`config.mk`:
```
export PLATFORM = sky130hd
export DESIGN_NAME = dsp_pwm_top
export DESIGN_NICKNAME = d
export VERILOG_FILES = /design/src/rtl/dsp_pkg.sv /design/src/rtl/dsp_presc.sv /design/src/rtl/dsp_cmp_out.sv /design/src/rtl/dsp_pwm_top.sv
export VERILOG_INCLUDE_DIRS = /design/src /design/src/rtl
export SDC_FILE = /design/constraint.sdc
export NUM_CORES = 1
export LEC_CHECK = 0
export BUFFER_PORTS_ARGS = -buffer_cell sky130_fd_sc_hd__buf_4
export CAP_MARGIN = 20
export CORE_MARGIN = 2
export CORE_UTILIZATION = 45
export CTS_CLUSTER_SIZE = 16
export DETAILED_ROUTE_END_ITERATION = 8
export GPL_ROUTABILITY_DRIVEN = 1
export SLEW_MARGIN = 0
export SYNTH_ARGS = -nofsm -noshare
export SYNTH_HDL_FRONTEND = slang
export SYNTH_SLANG_ARGS = --single-unit
```
`constraint.sdc`:
```
create_clock -name clk_sys -period 4.9 [get_ports clk_sys]
set_input_delay 0.245 -clock clk_sys [delete_from_list [all_inputs] [get_ports clk_sys]]
set_output_delay 0.245 -clock clk_sys [all_outputs]
set_load 0.02 [all_outputs]
```
`src/rtl/dsp_regs.svh`:
```
`ifndef DSP_REGS_SVH
`define DSP_REGS_SVH

// ----------------------------------------
// Register indices
// ----------------------------------------
`define DSP_IDX_CTL_FIRST  3'h0
`define DSP_IDX_CTL_SECOND 3'h1
`define DSP_IDX_COUNT      3'h2
`define DSP_IDX_CMP_A      3'h3
`define DSP_IDX_CMP_B      3'h4
`define DSP_IDX_CAP_TOP    3'h5
`define DSP_IDX_FLAGS      3'h6
`define DSP_IDX_PIN_DIR    3'h7

// ----------------------------------------
// Field positions
// ----------------------------------------
`define DSP_ACT_A_MSB   7
`define DSP_ACT_A_LSB   6
`define DSP_ACT_B_MSB   5
`define DSP_ACT_B_LSB   4
`define DSP_MODE_LO_MSB 1
`define DSP_MODE_LO_LSB 0
`define DSP_MODE_HI_MSB 4
`define DSP_MODE_HI_LSB 3
`define DSP_CSEL_MSB    2
`define DSP_CSEL_LSB    0
`define DSP_FLAG_OVF    0
`define DSP_FLAG_CMPA   1
`define DSP_FLAG_CMPB   2
`define DSP_FLAG_CAP    5

// ----------------------------------------
// Values and codes
// ----------------------------------------
`define DSP_ZERO16      16'h0000
`define DSP_ONE16       16'h0001
`define DSP_TOP_8BIT    16'h00FF
`define DSP_TOP_9BIT    16'h01FF
`define DSP_TOP_10BIT   16'h03FF
`define DSP_COUNT_MAX   16'hFFFF
`define DSP_MODE_PC8    4'h1
`define DSP_MODE_PC9    4'h2
`define DSP_MODE_PC10   4'h3
`define DSP_MODE_PFC_CAP 4'h8
`define DSP_MODE_PFC_CMP 4'h9
`define DSP_MODE_PC_CAP 4'hA
`define DSP_MODE_PC_CMP 4'hB
`define DSP_ACT_TOGGLE  2'h1
`define DSP_ACT_NONINV  2'h2
`define DSP_ACT_INV     2'h3
`define DSP_CSEL_DIV1   3'h1
`define DSP_CSEL_DIV8   3'h2
`define DSP_CSEL_DIV64  3'h3
`define DSP_CSEL_DIV256 3'h4
`define DSP_CSEL_DIV1K  3'h5
`define DSP_TC_DIV1     10'h000
`define DSP_TC_DIV8     10'h007
`define DSP_TC_DIV64    10'h03F
`define DSP_TC_DIV256   10'h0FF
`define DSP_TC_DIV1K    10'h3FF

`endif

```
`src/rtl/dsp_pkg.sv`:
```
package dsp_pkg;

    // Count direction
    typedef enum logic {
        dsp_cnt_up,
        dsp_cnt_down
    } dsp_dir_type;

    // Prescaler state
    typedef struct packed {
        logic [9:0] div_cnt;
        logic       tick;
    } dsp_presc_type;

    // Compare output unit state
    typedef struct packed {
        logic level;
        logic pin_out;
        logic pin_oe;
    } dsp_cmp_type;

    // Main block state
    typedef struct packed {
        logic [7:0]  timer_control_first;
        logic [4:0]  timer_control_second;
        logic [15:0] timer_count;
        dsp_dir_type count_dir;
        logic [15:0] compare_buf_a;
        logic [15:0] compare_buf_b;
        logic [15:0] compare_value_a;
        logic [15:0] compare_value_b;
        logic [15:0] capture_top_value;
        logic [5:0]  flags;
        logic [1:0]  pin_direction_bit;
        logic [15:0] rdata;
    } dsp_top_type;

endpackage

```
`src/rtl/dsp_presc.sv`:
```
`timescale 1ns/1ns
`include "dsp_regs.svh"

module dsp_presc (
    // Clock and reset
    input  wire logic       clk_sys,
    input  wire logic       rst,
    // Divider select and tick
    input  wire logic [2:0] clk_sel,
    output logic            tick
);
    import dsp_pkg::*;

    dsp_presc_type s_reg;
    dsp_presc_type s_next;
    logic [9:0]    term;
    logic          run;

    // Terminal count for the selected divider
    always_comb begin
        run  = 1'b1;
        term = `DSP_TC_DIV1;
        case (clk_sel)
            `DSP_CSEL_DIV1:   term = `DSP_TC_DIV1;
            `DSP_CSEL_DIV8:   term = `DSP_TC_DIV8;
            `DSP_CSEL_DIV64:  term = `DSP_TC_DIV64;
            `DSP_CSEL_DIV256: term = `DSP_TC_DIV256;
            `DSP_CSEL_DIV1K:  term = `DSP_TC_DIV1K;
            default:          run  = 1'b0;
        endcase
    end

    // One tick every divider cycles [RL17]
    always_comb begin
        s_next = s_reg;
        s_next.tick = 1'b0;
        if (!run) begin
            s_next.div_cnt = 10'h000;
        end else if (s_reg.div_cnt >= term) begin
            s_next.div_cnt = 10'h000;
            s_next.tick    = 1'b1;
        end else begin
            s_next.div_cnt = s_reg.div_cnt + 10'h001;
        end
    end

    // State register
    always_ff @(posedge clk_sys or posedge rst) begin
        if (rst) begin
            s_reg <= '0;
        end else begin
            s_reg <= s_next;
        end
    end

    assign tick = s_reg.tick;

endmodule

```
`src/rtl/dsp_cmp_out.sv`:
```
`timescale 1ns/1ns
`include "dsp_regs.svh"

module dsp_cmp_out (
    // Clock and reset
    input  wire logic       clk_sys,
    input  wire logic       rst,
    // Timer events
    input  wire logic       run,
    input  wire logic       match,
    input  wire logic       up_slope,
    // Configuration
    input  wire logic [1:0] action,
    input  wire logic       toggle_ok,
    input  wire logic       dual,
    input  wire logic       pin_dir,
    // Pin
    output logic            pin_out,
    output logic            pin_oe
);
    import dsp_pkg::*;

    dsp_cmp_type s_reg;
    dsp_cmp_type s_next;
    logic        connected;

    // Toggle only where allowed, else disconnected [RL11] [RL12] [RL21]
    assign connected = dual && ((action == `DSP_ACT_NONINV) ||
                       (action == `DSP_ACT_INV) ||
                       (action == `DSP_ACT_TOGGLE && toggle_ok));

    // Waveform level and pin drive
    always_comb begin
        s_next = s_reg;
        if (run && match && connected) begin
            case (action)
                `DSP_ACT_TOGGLE: s_next.level = !s_reg.level; // [RL11]
                `DSP_ACT_NONINV: s_next.level = !up_slope;    // [RL4]
                `DSP_ACT_INV:    s_next.level = up_slope;     // [RL4]
                default:         s_next.level = s_reg.level;
            endcase
        end
        s_next.pin_out = connected && s_next.level;
        s_next.pin_oe  = connected && pin_dir;  // [RL5]
    end

    // State register
    always_ff @(posedge clk_sys or posedge rst) begin
        if (rst) begin
            s_reg <= '0;
        end else begin
            s_reg <= s_next;
        end
    end

    assign pin_out = s_reg.pin_out;
    assign pin_oe  = s_reg.pin_oe;

endmodule

```
`src/rtl/dsp_pwm_top.sv`:
```
`timescale 1ns/1ns
`include "dsp_regs.svh"

// Contract
// RL1 - Modes 1,2,3,10,11 run phase correct: count up to TOP, down to zero
// RL2 - Phase correct TOP: 0xFF, 0x1FF, 0x3FF, capture-top, or compare A
// RL3 - Counter holds TOP for one tick, then counts down
// RL4 - Action 2 clears on up match, sets on down match; 3 inverts
// RL5 - Pin driven only while its direction bit selects output
// RL6 - Phase correct sets overflow flag at zero
// RL7 - Phase correct loads compares at TOP; sets A or capture flag then
// RL8 - Fixed TOP masks upper compare bits on software write
// RL9 - Software keeps new TOP at or above every compare value
// RL10 - Compare zero gives low, compare TOP gives high; inverted opposite
// RL11 - Mode 11 with action 1 toggles output A per match
// RL12 - Mode 9 with action 1 toggles output A per match
// RL13 - Modes 8,9 run frequency correct; TOP capture-top or compare A
// RL14 - Frequency correct loads compares and sets overflow at zero
// RL15 - Frequency correct sets A or capture flag at TOP
// RL16 - Register TOP from 0x0003 up to 0xFFFF; software never lower
// RL17 - Counter steps on ticks divided by 1, 8, 64, 256 or 1024
// RL18 - Compare flag set whenever count equals the compare value
// RL19 - Software changing TOP live should use frequency correct mode
// RL20 - Mode code low bits in first control, high bits in second
// RL21 - Action 1 toggles A only in modes 9, 11; otherwise disconnected
// RL22 - Matches, turns and flags act only on ticks

module dsp_pwm_top (
    // Clock and reset
    input  wire logic        clk_sys,
    input  wire logic        rst,
    // Register port
    input  wire logic [2:0]  reg_addr,
    input  wire logic [15:0] reg_wdata,
    input  wire logic        reg_wr,
    input  wire logic        reg_rd,
    output logic      [15:0] reg_rdata,
    // Compare output pins
    output logic             compare_output_a,
    output logic             compare_output_a_oe,
    output logic             compare_output_b,
    output logic             compare_output_b_oe
);
    import dsp_pkg::*;

    // ----------------------------------------
    // Helper functions
    // ----------------------------------------

    // TOP for each mode [RL2] [RL13] [RL16]
    function automatic logic [15:0] top_of(input logic [3:0]  m,
                                           input logic [15:0] cap,
                                           input logic [15:0] cmp);
        case (m)
            `DSP_MODE_PC8:     top_of = `DSP_TOP_8BIT;
            `DSP_MODE_PC9:     top_of = `DSP_TOP_9BIT;
            `DSP_MODE_PC10:    top_of = `DSP_TOP_10BIT;
            `DSP_MODE_PFC_CAP: top_of = cap;
            `DSP_MODE_PC_CAP:  top_of = cap;
            `DSP_MODE_PFC_CMP: top_of = cmp;
            `DSP_MODE_PC_CMP:  top_of = cmp;
            default:           top_of = `DSP_COUNT_MAX;
        endcase
    endfunction

    // Dual-slope mode decode [RL1] [RL13]
    function automatic logic is_dual(input logic [3:0] m);
        case (m)
            `DSP_MODE_PC8, `DSP_MODE_PC9, `DSP_MODE_PC10,
            `DSP_MODE_PFC_CAP, `DSP_MODE_PFC_CMP,
            `DSP_MODE_PC_CAP, `DSP_MODE_PC_CMP: is_dual = 1'b1;
            default:                            is_dual = 1'b0;
        endcase
    endfunction

    // Mask compare write to fixed resolution [RL8]
    function automatic logic [15:0] mask_cmp(input logic [3:0]  m,
                                             input logic [15:0] v);
        case (m)
            `DSP_MODE_PC8:  mask_cmp = v & `DSP_TOP_8BIT;
            `DSP_MODE_PC9:  mask_cmp = v & `DSP_TOP_9BIT;
            `DSP_MODE_PC10: mask_cmp = v & `DSP_TOP_10BIT;
            default:        mask_cmp = v;
        endcase
    endfunction

    // ----------------------------------------
    // Decode
    // ----------------------------------------
    dsp_top_type s_reg;
    dsp_top_type s_next;
    logic [3:0]  waveform_mode_code;
    logic [15:0] top;
    logic        tick;
    logic        dual;
    logic        pfc;
    logic        top_by_cap;
    logic        top_by_cmp;
    logic        run;
    logic        at_top;
    logic        at_bottom;
    logic        up_slope;
    logic        match_a;
    logic        match_b;
    logic        cnt_wr;
    logic [1:0]  output_action_code_a;
    logic [1:0]  output_action_code_b;

    // Mode code split over both control registers [RL20]
    assign waveform_mode_code = {
        s_reg.timer_control_second[`DSP_MODE_HI_MSB:`DSP_MODE_HI_LSB],
        s_reg.timer_control_first[`DSP_MODE_LO_MSB:`DSP_MODE_LO_LSB]};
    assign output_action_code_a =
        s_reg.timer_control_first[`DSP_ACT_A_MSB:`DSP_ACT_A_LSB];
    assign output_action_code_b =
        s_reg.timer_control_first[`DSP_ACT_B_MSB:`DSP_ACT_B_LSB];

    // Mode properties
    assign top  = top_of(waveform_mode_code, s_reg.capture_top_value,
                         s_reg.compare_value_a);
    assign dual = is_dual(waveform_mode_code);
    assign pfc  = (waveform_mode_code == `DSP_MODE_PFC_CAP) ||
                  (waveform_mode_code == `DSP_MODE_PFC_CMP);
    assign top_by_cap = (waveform_mode_code == `DSP_MODE_PFC_CAP) ||
                        (waveform_mode_code == `DSP_MODE_PC_CAP);
    assign top_by_cmp = (waveform_mode_code == `DSP_MODE_PFC_CMP) ||
                        (waveform_mode_code == `DSP_MODE_PC_CMP);

    // Tick-qualified events [RL22]
    assign run       = tick && dual;
    assign at_top    = s_reg.timer_count == top;
    assign at_bottom = s_reg.timer_count == `DSP_ZERO16;
    assign match_a   = s_reg.timer_count == s_reg.compare_value_a;
    assign match_b   = s_reg.timer_count == s_reg.compare_value_b;
    assign cnt_wr    = reg_wr && (reg_addr == `DSP_IDX_COUNT);

    // Bottom counts as rising, TOP as falling [RL10]
    assign up_slope  = ((s_reg.count_dir == dsp_cnt_up) && !at_top) ||
                       at_bottom;

    // ----------------------------------------
    // Next state
    // ----------------------------------------
    always_comb begin
        s_next = s_reg;
        s_next.rdata = `DSP_ZERO16;

        // Flags clear by writing one
        if (reg_wr && reg_addr == `DSP_IDX_FLAGS) begin
            s_next.flags = s_reg.flags & ~reg_wdata[5:0];
        end

        // Up/down sequence with one tick at each end [RL1] [RL3]
        if (run) begin
            case (s_reg.count_dir)
                dsp_cnt_up: begin
                    if (at_top) begin
                        s_next.count_dir   = dsp_cnt_down;
                        s_next.timer_count = s_reg.timer_count
                                             - `DSP_ONE16;
                    end else begin
                        s_next.timer_count = s_reg.timer_count
                                             + `DSP_ONE16;
                    end
                end
                dsp_cnt_down: begin
                    if (at_bottom) begin
                        s_next.count_dir   = dsp_cnt_up;
                        s_next.timer_count = s_reg.timer_count
                                             + `DSP_ONE16;
                    end else begin
                        s_next.timer_count = s_reg.timer_count
                                             - `DSP_ONE16;
                    end
                end
                default: s_next.count_dir = dsp_cnt_up;
            endcase

            // Double buffer update: TOP or BOTTOM [RL7] [RL14]
            if ((pfc && at_bottom) || (!pfc && at_top)) begin
                s_next.compare_value_a = s_reg.compare_buf_a;
                s_next.compare_value_b = s_reg.compare_buf_b;
            end

            // Flags: set wins over clear [RL6] [RL14] [RL18]
            if (at_bottom) begin
                s_next.flags[`DSP_FLAG_OVF] = 1'b1;
            end
            if (match_a || (at_top && top_by_cmp)) begin
                s_next.flags[`DSP_FLAG_CMPA] = 1'b1; // [RL7] [RL15]
            end
            if (match_b) begin
                s_next.flags[`DSP_FLAG_CMPB] = 1'b1;
            end
            if (at_top && top_by_cap) begin
                s_next.flags[`DSP_FLAG_CAP] = 1'b1;  // [RL7] [RL15]
            end
        end else if (!dual) begin
            // Outside dual-slope modes compares follow buffers at once
            s_next.compare_value_a = s_reg.compare_buf_a;
            s_next.compare_value_b = s_reg.compare_buf_b;
        end

        // Register writes
        if (reg_wr) begin
            case (reg_addr)
                `DSP_IDX_CTL_FIRST:
                    s_next.timer_control_first = reg_wdata[7:0];
                `DSP_IDX_CTL_SECOND:
                    s_next.timer_control_second = reg_wdata[4:0];
                `DSP_IDX_COUNT:
                    s_next.timer_count = reg_wdata;
                `DSP_IDX_CMP_A:
                    s_next.compare_buf_a =
                        mask_cmp(waveform_mode_code, reg_wdata); // [RL8]
                `DSP_IDX_CMP_B:
                    s_next.compare_buf_b =
                        mask_cmp(waveform_mode_code, reg_wdata); // [RL8]
                `DSP_IDX_CAP_TOP:
                    s_next.capture_top_value = reg_wdata;
                `DSP_IDX_PIN_DIR:
                    s_next.pin_direction_bit = reg_wdata[1:0];
                default: s_next.flags = s_next.flags;
            endcase
        end

        // Read data for the following cycle
        if (reg_rd) begin
            case (reg_addr)
                `DSP_IDX_CTL_FIRST:
                    s_next.rdata = {8'h00, s_reg.timer_control_first};
                `DSP_IDX_CTL_SECOND:
                    s_next.rdata = {11'h000, s_reg.timer_control_second};
                `DSP_IDX_COUNT:   s_next.rdata = s_reg.timer_count;
                `DSP_IDX_CMP_A:   s_next.rdata = s_reg.compare_buf_a;
                `DSP_IDX_CMP_B:   s_next.rdata = s_reg.compare_buf_b;
                `DSP_IDX_CAP_TOP: s_next.rdata = s_reg.capture_top_value;
                `DSP_IDX_FLAGS:   s_next.rdata = {10'h000, s_reg.flags};
                `DSP_IDX_PIN_DIR:
                    s_next.rdata = {14'h0000, s_reg.pin_direction_bit};
                default:          s_next.rdata = `DSP_ZERO16;
            endcase
        end
    end

    // State register
    always_ff @(posedge clk_sys or posedge rst) begin
        if (rst) begin
            s_reg <= '0;
        end else begin
            s_reg <= s_next;
        end
    end

    assign reg_rdata = s_reg.rdata;

    // ----------------------------------------
    // Prescaler and compare units
    // ----------------------------------------
    dsp_presc u_presc (
        .clk_sys (clk_sys),
        .rst     (rst),
        .clk_sel (s_reg.timer_control_second[`DSP_CSEL_MSB:`DSP_CSEL_LSB]),
        .tick    (tick)
    );

    // Channel A may toggle when it sets TOP [RL11] [RL12] [RL21]
    dsp_cmp_out u_cmp_a (
        .clk_sys   (clk_sys),
        .rst       (rst),
        .run       (run),
        .match     (match_a),
        .up_slope  (up_slope),
        .action    (output_action_code_a),
        .toggle_ok (top_by_cmp),
        .dual      (dual),
        .pin_dir   (s_reg.pin_direction_bit[0]),
        .pin_out   (compare_output_a),
        .pin_oe    (compare_output_a_oe)
    );

    // Channel B never toggles [RL21]
    dsp_cmp_out u_cmp_b (
        .clk_sys   (clk_sys),
        .rst       (rst),
        .run       (run),
        .match     (match_b),
        .up_slope  (up_slope),
        .action    (output_action_code_b),
        .toggle_ok (1'b0),
        .dual      (dual),
        .pin_dir   (s_reg.pin_direction_bit[1]),
        .pin_out   (compare_output_b),
        .pin_oe    (compare_output_b_oe)
    );
endmodule

```
==> impl_metrics.env, run 1 <==
export IMPL_outcome="completed"
export IMPL_relSlewSlack_pct=27.2
export IMPL_internal_power_mw=3.04
export IMPL_synth_edf_count=0
export IMPL_synth_distinct_cells=60
export IMPL_cpMaxStageDelayCell="dfrtp_1"
export IMPL_worstPathRequired_ns=5.21
export IMPL_tightestPinTransition_ns=1.09
export IMPL_io_pin_count=43
export IMPL_critPathBufInv=0
export IMPL_io_buffers=42
export IMPL_syn_avg_cell_area_um2=10.4
export IMPL_wl_met1_mm=10.1
export IMPL_antenna_found_initial=0
export IMPL_synth_seq_cells=151
export IMPL_finalSetupViolCount=0
export IMPL_rsz0062_at_grt="false"
export IMPL_worst_ep_arrival_time_ns=4.26
export IMPL_worstPathCellList="mux2_2 > nor4b_1 > o211ai_1 > a22o_1 > a2111o_1 > o21a_1 > o32ai_1 > xor2_1 > mux2_2"
export IMPL_initial_core_util_pct=45.5
export IMPL_cp_end_kind="flop"
export IMPL_design_die_area_um2=19900
export IMPL_synth_compound_area_share_pct=9.66
export IMPL_drc=0
export IMPL_layout_common_cells="dfrtp_1 (151), mux2_2 (87), nand2_1 (69)"
export IMPL_crit_fanout=21
export IMPL_place_gp_congestion=0.900
export IMPL_p_comb_share_pct=27.7
export IMPL_cts_sinks=151
export IMPL_clockBufferDepth=2
export IMPL_hold_class="in -> async"
export IMPL_synth_top_family_by_area="multiplexers"
export IMPL_root_buffer="clkbuf_16"
export IMPL_max_stage_delay_ns=0.81
export IMPL_tritoncts="yes"
export IMPL_synth_adder_area_share_pct=2.22
export IMPL_grt_pass1_wl_mm=36.2
export IMPL_nets=844
export IMPL_path_clk_slew_ns=0.06
export IMPL_synth_nets=850
export IMPL_yosysWarnings=0
export IMPL_cts_buffers_inserted=17
export IMPL_final_common_cell="dfrtp_1"
export IMPL_largest_reg_flops=114
export IMPL_drt_iter0_drc=459
export IMPL_hold_buffers=0
export IMPL_ys_async_sr_fraction_pct=100
export IMPL_fin_crit_sh_pct=80.8
export IMPL_vias=6263
export IMPL_setup_ws_ns=0.942
export IMPL_dr_wl_met3_um=983
export IMPL_dp_hpwl_mm=15.6
export IMPL_grt_total_usage_pct=23.9
export IMPL_antenna_left=0
export IMPL_p_leak_nw=4.15
export IMPL_die_h_um=141
export IMPL_syn_area_um2=8450
export IMPL_antenna_cells=0
export IMPL_pwr_share_seq_pct=43.1
export IMPL_synth_seq_area_share_pct=44.7
export IMPL_skew_ns=0.00744
export IMPL_drive_above_1_share_pct=22.0
export IMPL_synthMuxAreaShare_pct=18.4
export IMPL_post_cts_buffers=0
export IMPL_grt_max_degree=103
export IMPL_path_class="reg -> reg"
export IMPL_clkLatencyLatePin_ns=0.42
export IMPL_setup_tns_final_ns=0
export IMPL_syn_to_final_growth_pct=10.7
export IMPL_fin_crit_ns=3.96
export IMPL_critPathTopFamily="compound AO/OA/AOI/OAI gates"
export IMPL_coreArea_um2=18600
export IMPL_cap_violations=0
export IMPL_htree_num_levels=4
export IMPL_p_sw_mw=1.61
export IMPL_synth_simple_area_share_pct=14.2
export IMPL_dpl_worst_slack_ns=0.990
export IMPL_synth_xor_area_share_pct=5.70
export IMPL_grt_pass1_vias=6271
export IMPL_fillers=1653
export IMPL_wl_mm=22.6
export IMPL_routedWlPerCell_um=21.5
export IMPL_netSwitchingFraction_pct=34.6
export IMPL_start_kind="flop"
export IMPL_wl_met2_mm=11.0
export IMPL_drtPass1Iterations=6
export IMPL_hold_viol=0
export IMPL_maxSlewViolCount=0
export IMPL_power_mw=4.65
export IMPL_ctsResizeCount=0
export IMPL_ir_drop_mv=0.269
export IMPL_overflow=0
export IMPL_synthCells=812
export IMPL_rows=50
export IMPL_cellPowerDensity_nw_per_um2=497
export IMPL_ys_flop_type="dfrtp_1"
export IMPL_p_clk_share_pct=29.2
export IMPL_die_w_um=141
export IMPL_vias_per_cell=5.95
export IMPL_top_layer_used="met4"
export IMPL_timing_fmax_ghz=0.253
export IMPL_cp_common_cell="mux2_2"
## path summary, 6_finish.rpt
path                               startpoint    endpoint  slack [ns]  depth (start not counted)
min in group clk_sys            reg_wdata[14]  s_reg[119]        0.07                          3
max in group asynchronous                 rst   s_reg[29]        3.65                          3
worst max register to register     s_reg[126]  s_reg[116]        0.94                          9
worst max-delay path               s_reg[126]  s_reg[116]        0.94                          9
worst min-delay path                      rst  s_reg[102]        0.04                          2
worst min register to register      s_reg[23]   s_reg[23]        0.49                          2
## metrics by stage
stage / util [%] / area (µm²) / hold slack, ns / cells
floorplan: - / 8450 / 0.347 / 812
global placement: 47.0 / 8740 / 0.466 / 1021
detailed placement: 47.0 / 8740 / 0.470 / 1021
CTS: 50.3 / 9350 / 0.0615 / 1052
global route: 50.3 / 9350 / 0.0665 / 1052
finish: 50.3 / 9350 / 0.0406 / 1052
## cell usage after synthesis (8+ instances only)
| library cell | n | share of area, % |
|---|---|---|
| dfrtp_1 | 151 | 45 |
| mux2_2 | 87 | 12 |
| nand2_1 | 69 | 3.1 |
| mux2i_1 | 53 | 6.3 |
| nor2_1 | 44 | 2.0 |
| o21ai_0 | 43 | 2.5 |
| xnor2_1 | 40 | 4.1 |
| clkbuf_1 | 38 | 1.7 |
| and3_1 | 25 | 1.9 |
| a21oi_1 | 22 | 1.3 |
| buf_4 | 19 | 1.7 |
| nand3_1 | 18 | 1.1 |
| ha_1 | 15 | 2.2 |
| xor2_1 | 15 | 1.6 |
| inv_1 | 14 | 0.62 |
| nand4_1 | 13 | 0.96 |
| nor3_1 | 12 | 0.71 |
| nor4_1 | 11 | 0.81 |
| o22ai_1 | 10 | 0.74 |
| and2_1 | 8 | 0.59 |
## cell families after synthesis
family,count (synthesis)
XOR/XNOR,55
AND/OR/NAND/NOR,234
multiplexers,142
flip-flops,151
AO/OA/AOI/OAI,129
buffers and inverters,86
adder cells (fa/ha/maj),15
## power by group through the flow
stage | combinational, mW | sequential [mW] | clock [mW]
3_3_place_gp | 1.25 | 2.00 | 0
5_1_grt | 1.42 | 2.04 | 1.44
2_1_floorplan | 1.14 | 1.74 | 0
3_5_place_dp | 1.28 | 2.01 | 0
4_1_cts | 1.29 | 1.99 | 1.38
6_report | 1.29 | 2.00 | 1.36
## final cells by class
class | instances | area (µm²) | share of cell area (%)
Clock buffer | 20 | 467 | 4.99
Inverter | 14 | 57.6 | 0.615
Multi-Input combinational cell | 575 | 4260 | 45.5
Clock inverter | 11 | 148 | 1.58
Sequential cell | 151 | 3780 | 40.4
Timing Repair Buffer | 47 | 353 | 3.77
Tap cell | 234 | 293 | 3.13
## metal layers
| metal | track usage, % | up-vias |
|---|---|---|
| met3 | 4.38 | 36 |
| met5 | 0 | - |
| li1 | - | 2870 |
| met2 | 38.3 | 171 |
| met1 | 32.5 | 3186 |
| met4 | 8.74 | 0 |
Note: power is estimated with default switching activity, not from simulation.
==> run 2: changes to the inputs <==
- clock period: 4.9 -> 4 ns (I/O delays scaled with it)
==> run 2 against run 1 <==
Clock skew rose by 0.00077 ns; count of clock-buffer cells in the layout did not move; non-clock buffer count grew 16; combinational power is 29% higher.
==> impl_metrics.env, run 2 (synthesis gave the netlist of run 1 again) <==
export IMPL_outcome="completed"
export IMPL_pwr_share_seq_pct=41.7
export IMPL_cts_buffers_inserted=17
export IMPL_p_sw_mw=2.03
export IMPL_ir_drop_mv=0.281
export IMPL_cap_violations=0
export IMPL_rows=50
export IMPL_rsz0062_at_grt="false"
export IMPL_vias=6356
export IMPL_grt_pass1_wl_mm=37.0
export IMPL_fillers=1600
export IMPL_tritoncts="yes"
export IMPL_dp_cells=1036
export IMPL_cellPowerDensity_nw_per_um2=609
export IMPL_largest_reg_flops=114
export IMPL_worst_path_stages=9
export IMPL_cpMaxStageDelayCell="dfrtp_2"
export IMPL_initial_core_util_pct=45.5
export IMPL_hold_depth=3
export IMPL_relSlewSlack_pct=28.1
export IMPL_hold_slack_ns=0.0130
export IMPL_path_clk_slew_ns=0.06
export IMPL_nets=860
export IMPL_hold_class="in -> reg"
export IMPL_antenna_left=0
export IMPL_syn_to_final_growth_pct=12.4
export IMPL_drt_iter0_drc=602
export IMPL_die_w_um=141
export IMPL_drtPass1Iterations=5
export IMPL_cp_end_kind="flop"
export IMPL_htree_num_levels=4
export IMPL_power_mw=5.78
export IMPL_maxSlewViolCount=0
export IMPL_antenna_found_initial=0
export IMPL_internal_power_mw=3.76
export IMPL_layout_common_cells="dfrtp_1 (150), mux2_2 (87), nand2_1 (69)"
export IMPL_cp_common_cell="mux2_2"
export IMPL_wl_mm=23.3
export IMPL_p_comb_share_pct=28.7
export IMPL_drive_above_1_share_pct=23.5
export IMPL_dpl_instance_area_um2=8860
export IMPL_stdcell_area_um2=9500
export IMPL_worstPathRequired_ns=4.31
export IMPL_cts_sinks=151
export IMPL_tightestPinTransition_ns=1.07
export IMPL_design_die_area_um2=19900
export IMPL_overflow=0
export IMPL_crit_fanout=16
export IMPL_vias_per_cell=5.95
export IMPL_critPathTopFamily="compound AO/OA/AOI/OAI gates"
export IMPL_die_h_um=141
export IMPL_dp_hpwl_mm=16.4
export IMPL_p_leak_nw=4.24
export IMPL_p_clk_share_pct=29.6
export IMPL_grt_max_degree=88
export IMPL_io_buffers=42
export IMPL_clockBufferDepth=2
export IMPL_drc=0
export IMPL_routedWlPerCell_um=21.8
export IMPL_skew_ns=0.00822
export IMPL_worstPathCellList="mux2_2 > nor4b_1 > o211ai_1 > a22o_1 > a2111o_1 > o21a_1 > o32ai_1 > xor2_1 > mux2_2"
export IMPL_final_cells=1069
export IMPL_netSwitchingFraction_pct=35.0
export IMPL_path_class="reg -> reg"
export IMPL_timing_fmax_ghz=0.273
export IMPL_fin_crit_sh_pct=91.6
export IMPL_root_buffer="clkbuf_16"
export IMPL_io_pin_count=43
export IMPL_critPathBufInv=0
export IMPL_coreArea_um2=18600
export IMPL_antenna_cells=0
export IMPL_finalSetupViolCount=0
export IMPL_grt_total_usage_pct=24.3
export IMPL_start_kind="flop"
export IMPL_worst_ep_arrival_time_ns=3.97
export IMPL_fin_crit_ns=3.66
export IMPL_grt_pass1_vias=6338
export IMPL_max_stage_delay_ns=0.59
export IMPL_final_common_cell="dfrtp_1"
export IMPL_clkLatencyLatePin_ns=0.43
export IMPL_hold_viol=0
export IMPL_reg2reg_depth=9
export IMPL_place_gp_congestion=0.903
-- run 2: layout make-up --
type | instances | area (µm²) | share of cell area [%]
Timing Repair Buffer | 63 | 488 | 5.14
Sequential cell | 151 | 3780 | 39.8
Multi-Input combinational cell | 575 | 4260 | 44.8
Clock inverter | 12 | 168 | 1.77
Clock buffer | 20 | 457 | 4.81
Tap cell | 234 | 293 | 3.08
Inverter | 14 | 56.3 | 0.593
-- run 2: power by group through the flow --
stage,Combinational [mW],Sequential [mW],Clock (mW)
3_3_place_gp,1.62,2.41,0
6_report,1.66,2.41,1.71
3_5_place_dp,1.66,2.42,0
4_1_cts,1.67,2.40,1.73
5_1_grt,1.83,2.46,1.79
2_1_floorplan,1.40,2.13,0
-- run 2: final timing paths --
check                              start         end  slack [ns]
hold reg to reg                s_reg[20]   s_reg[20]        0.49
min in group asynchronous            rst   s_reg[86]        0.42
setup reg to reg              s_reg[126]  s_reg[116]        0.34
setup / recovery              s_reg[126]  s_reg[116]        0.34
max in group asynchronous            rst  s_reg[105]        2.65
hold / removal             reg_wdata[14]  s_reg[119]        0.01
-- run 2: worst min-delay path: cells and delay by family --
kind / cells / cell delay, ns
AOI/OAI and AO/OA: 1 / 0.06
buffers and inverters: 1 / 0.09
and+or+nand+nor: 1 / 0.04
-- run 2: per-stage QoR --
stage                     utilization, %  setup WS, ns  setup TNS, ns
after floorplan                        -          1.09              0
after global placement              47.7        0.0755              0
after detailed placement            47.7      -0.00593       -0.00593
after CTS                           51.1         0.168              0
after global routing                51.1        0.0749              0
final                               51.1         0.336              0
-- run 2: layer usage --
metal / up-vias / wire [µm] / track usage [%]
met3: 28 / 1180 / 3.87
met4: 0 / 379 / 7.00
met2: 203 / 11100 / 39.3
met1: 3221 / 10700 / 34.1
met5: - / 0 / 0
li1: 2904 / - / -
-- run 2: repair_timing --
action / 4_1_cts / 5_1_grt
resized for setup: 1 / 1
buffers inserted: 0 / 0
endpoints found under the hold margin: 24 / 0
setup endpoints to repair: 1 / 5
hold buffers: 1 / 0
==> run 3: changes to the inputs <==
- ABC_AREA: unset -> 1
- CELL_PAD_IN_SITES_DETAIL_PLACEMENT: unset -> 0
- CELL_PAD_IN_SITES_GLOBAL_PLACEMENT: unset -> 1
- PLACE_DENSITY_LB_ADDON: unset -> 0.1
==> run 3 against run 2 <==
Core utilization fell by 0.073 points; clock power barely moved; register-to-register slack improved by 0.39 ns; maximum frequency rose by 12%; cell count rose by 38%; clock skew rose by 0.0056 ns; sequential share of layout area fell by 1.8 points; sequential power rose by 3%; highest routed layer unchanged; combinational power rose by 38%.
==> impl_metrics.env, run 3 <==
export IMPL_outcome="completed"
export IMPL_p_leak_nw=4.89
export IMPL_tritoncts="yes"
export IMPL_max_stage_delay_ns=0.60
export IMPL_yosysTopAreaCellShare_pct=42.4
export IMPL_die_h_um=145
export IMPL_drt_iter0_drc=660
export IMPL_ir_drop_mv=0.353
export IMPL_io_pin_count=43
export IMPL_synth_seq_area_share_pct=42.4
export IMPL_antenna_cells=0
export IMPL_vias=8218
export IMPL_die_w_um=145
export IMPL_synth_xor_area_share_pct=5.90
export IMPL_dp_hpwl_mm=21.1
export IMPL_cpMaxStageDelayCell="nand2_2"
export IMPL_post_cts_buffers=0
export IMPL_drtPass1Iterations=5
export IMPL_cap_violations=0
export IMPL_initial_core_util_pct=45.8
export IMPL_synthCells=1188
export IMPL_design_die_area_um2=20900
export IMPL_synth_edf_count=0
export IMPL_fillers=1975
export IMPL_synth_nets=1226
export IMPL_cts_buffers_inserted=17
export IMPL_final_cells=1472
export IMPL_htree_num_levels=4
export IMPL_layout_common_cells="nand2_1 (353), dfrtp_1 (151), inv_1 (98)"
export IMPL_worstPathCellList="nor2_2 > nand2_1 > nand2_2 > nand3_1 > nand2_1 > nand2_1 > nor2_1 > nand2_1 > nor2_1 > nand2_1 > o21ai_1 > o311ai_4 > nand2_2 > o21ai_0"
export IMPL_critPathTopFamily="simple AND/OR/NAND/NOR gates"
export IMPL_overflow=0
export IMPL_synth_adder_area_share_pct=2.11
export IMPL_final_common_cell="nand2_1"
export IMPL_power_mw=6.47
export IMPL_synthMuxAreaShare_pct=0.253
export IMPL_antenna_found_initial=0
export IMPL_place_gp_congestion=0.925
export IMPL_relSlewSlack_pct=35.0
export IMPL_synthTopCellsByCount="nand2_1 (353), dfrtp_1 (151), inv_1 (99), nand3_1 (95), o21ai_0 (93)"
export IMPL_grt_max_degree=93
export IMPL_ys_async_sr_fraction_pct=100
export IMPL_cp_common_cell="nand2_1"
export IMPL_dp_cells=1439
export IMPL_finalSetupViolCount=0
export IMPL_largest_reg_flops=114
export IMPL_worst_ep_arrival_time_ns=3.55
export IMPL_path_clk_slew_ns=0.06
export IMPL_synth_area_leaders="dfrtp_1 (42%), nand2_1 (15%), nand3_1 (5.3%), o21ai_0 (5.2%), xor2_1 (4.7%)"
export IMPL_synth_seq_cells=151
export IMPL_worstPathRequired_ns=4.28
export IMPL_vias_per_cell=5.58
export IMPL_setup_tns_final_ns=0
export IMPL_clockBufferDepth=2
export IMPL_tightestPinTransition_ns=0.973
export IMPL_drive_above_1_share_pct=9.20
export IMPL_yosysTopAreaCell="dfrtp_1"
export IMPL_maxSlewViolCount=0
export IMPL_syn_avg_cell_area_um2=7.50
export IMPL_syn_to_final_growth_pct=11.4
export IMPL_synth_distinct_cells=40
export IMPL_cp_end_kind="flop"
export IMPL_ys_flop_type="dfrtp_1"
export IMPL_grt_pass1_wl_mm=45.3
export IMPL_wl_mm=29.0
export IMPL_fin_util_pct=51.0
export IMPL_critPathBufInv=0
export IMPL_start_kind="flop"
export IMPL_skew_ns=0.0138
export IMPL_rows=51
export IMPL_synth_simple_area_share_pct=29.4
export IMPL_cts_sinks=151
export IMPL_antenna_left=0
export IMPL_io_buffers=42
export IMPL_coreArea_um2=19500
export IMPL_synth_top_family_by_area="simple AND/OR/NAND/NOR gates"
export IMPL_timing_fmax_ghz=0.305
export IMPL_hold_viol=0
export IMPL_rsz0062_at_grt="false"
export IMPL_drc=0
export IMPL_synth_compound_area_share_pct=11.1
export IMPL_hold_class="in -> reg"
export IMPL_fin_crit_sh_pct=81.9
export IMPL_yosysWarnings=0
export IMPL_path_class="reg -> reg"
export IMPL_grt_total_usage_pct=29.0
export IMPL_grt_pass1_vias=7846
export IMPL_fin_crit_ns=3.28
export IMPL_clkLatencyLatePin_ns=0.44
export IMPL_root_buffer="clkbuf_16"
export IMPL_yosysMostFrequentCell="nand2_1"
export IMPL_cellPowerDensity_nw_per_um2=651
export IMPL_syn_area_um2=8910
export IMPL_nets=1233
export IMPL_crit_fanout=36
export IMPL_routedWlPerCell_um=19.7
==> run 3: timing repair <==
action,CTS,global route
resized for setup,0,0
hold buffers,2,0
endpoints found under the hold margin,93,0
==> run 3: logic make-up after synthesis <==
family          count (synthesis)
compound gates                176
xor+xnor                       60
fa+ha+maj                      15
buf+inv                       178
flops                         151
mux                             2
simple gates                  606
==> run 3: worst min-delay path, stage by stage <==
cell,delay [ns]
buf_4,0.08
nor2_1,0.03
a21oi_1,0.10
==> run 3: worst paths after layout <==
| check | cells past startpoint | slack [ns] | startpoint | to |
|---|---|---|---|---|
| worst max register to register | 14 | 0.72 | s_reg[125] | s_reg[60] |
| worst min register to register | 2 | 0.48 | s_reg[128] | s_reg[128] |
| min in group asynchronous | 4 | 0.45 | rst | u_cmp_b.pin_oe |
| worst max-delay path | 14 | 0.72 | s_reg[125] | s_reg[60] |
| max in group asynchronous | 4 | 2.82 | rst | s_reg[66] |
| worst min-delay path | 3 | 0.02 | reg_wdata[6] | s_reg[111] |
==> run 3: layer usage <==
| metal | global-route usage [%] | vias to the layer above | wire (µm) |
|---|---|---|---|
| li1 | - | 3894 | - |
| met4 | 8.99 | 0 | 634 |
| met1 | 43.0 | 4007 | 13600 |
| met2 | 43.5 | 276 | 12900 |
| met5 | 0 | - | 0 |
| met3 | 4.77 | 41 | 1840 |
==> run 3: cell type report <==
cell class | instances | area (µm²) | area share, %
timing repair buffer | 58 | 453 | 4.56
multi-input combinational | 859 | 4360 | 43.9
tap | 265 | 332 | 3.34
inverter | 108 | 409 | 4.12
clock inverter | 14 | 173 | 1.74
sequential | 151 | 3780 | 38.0
clock buffer | 17 | 425 | 4.28
==> run 3: stage by stage <==
stage / area (µm²) / hold WS [ns] / setup WS (ns)
after floorplan: 8920 / 0.287 / 1.53
after global placement: 9320 / 0.392 / 0.909
after detailed placement: 9320 / 0.393 / 0.780
after CTS: 9930 / 0.00557 / 0.754
after global routing: 9930 / 0.0263 / 0.418
final: 9930 / 0.0235 / 0.723
==> run 3: power breakdown <==
group / switching [mW] / internal [mW]
clock: 0.705 / 0.985
combinational: 1.47 / 0.816
sequential: 0.591 / 1.90
total: 2.77 / 3.70
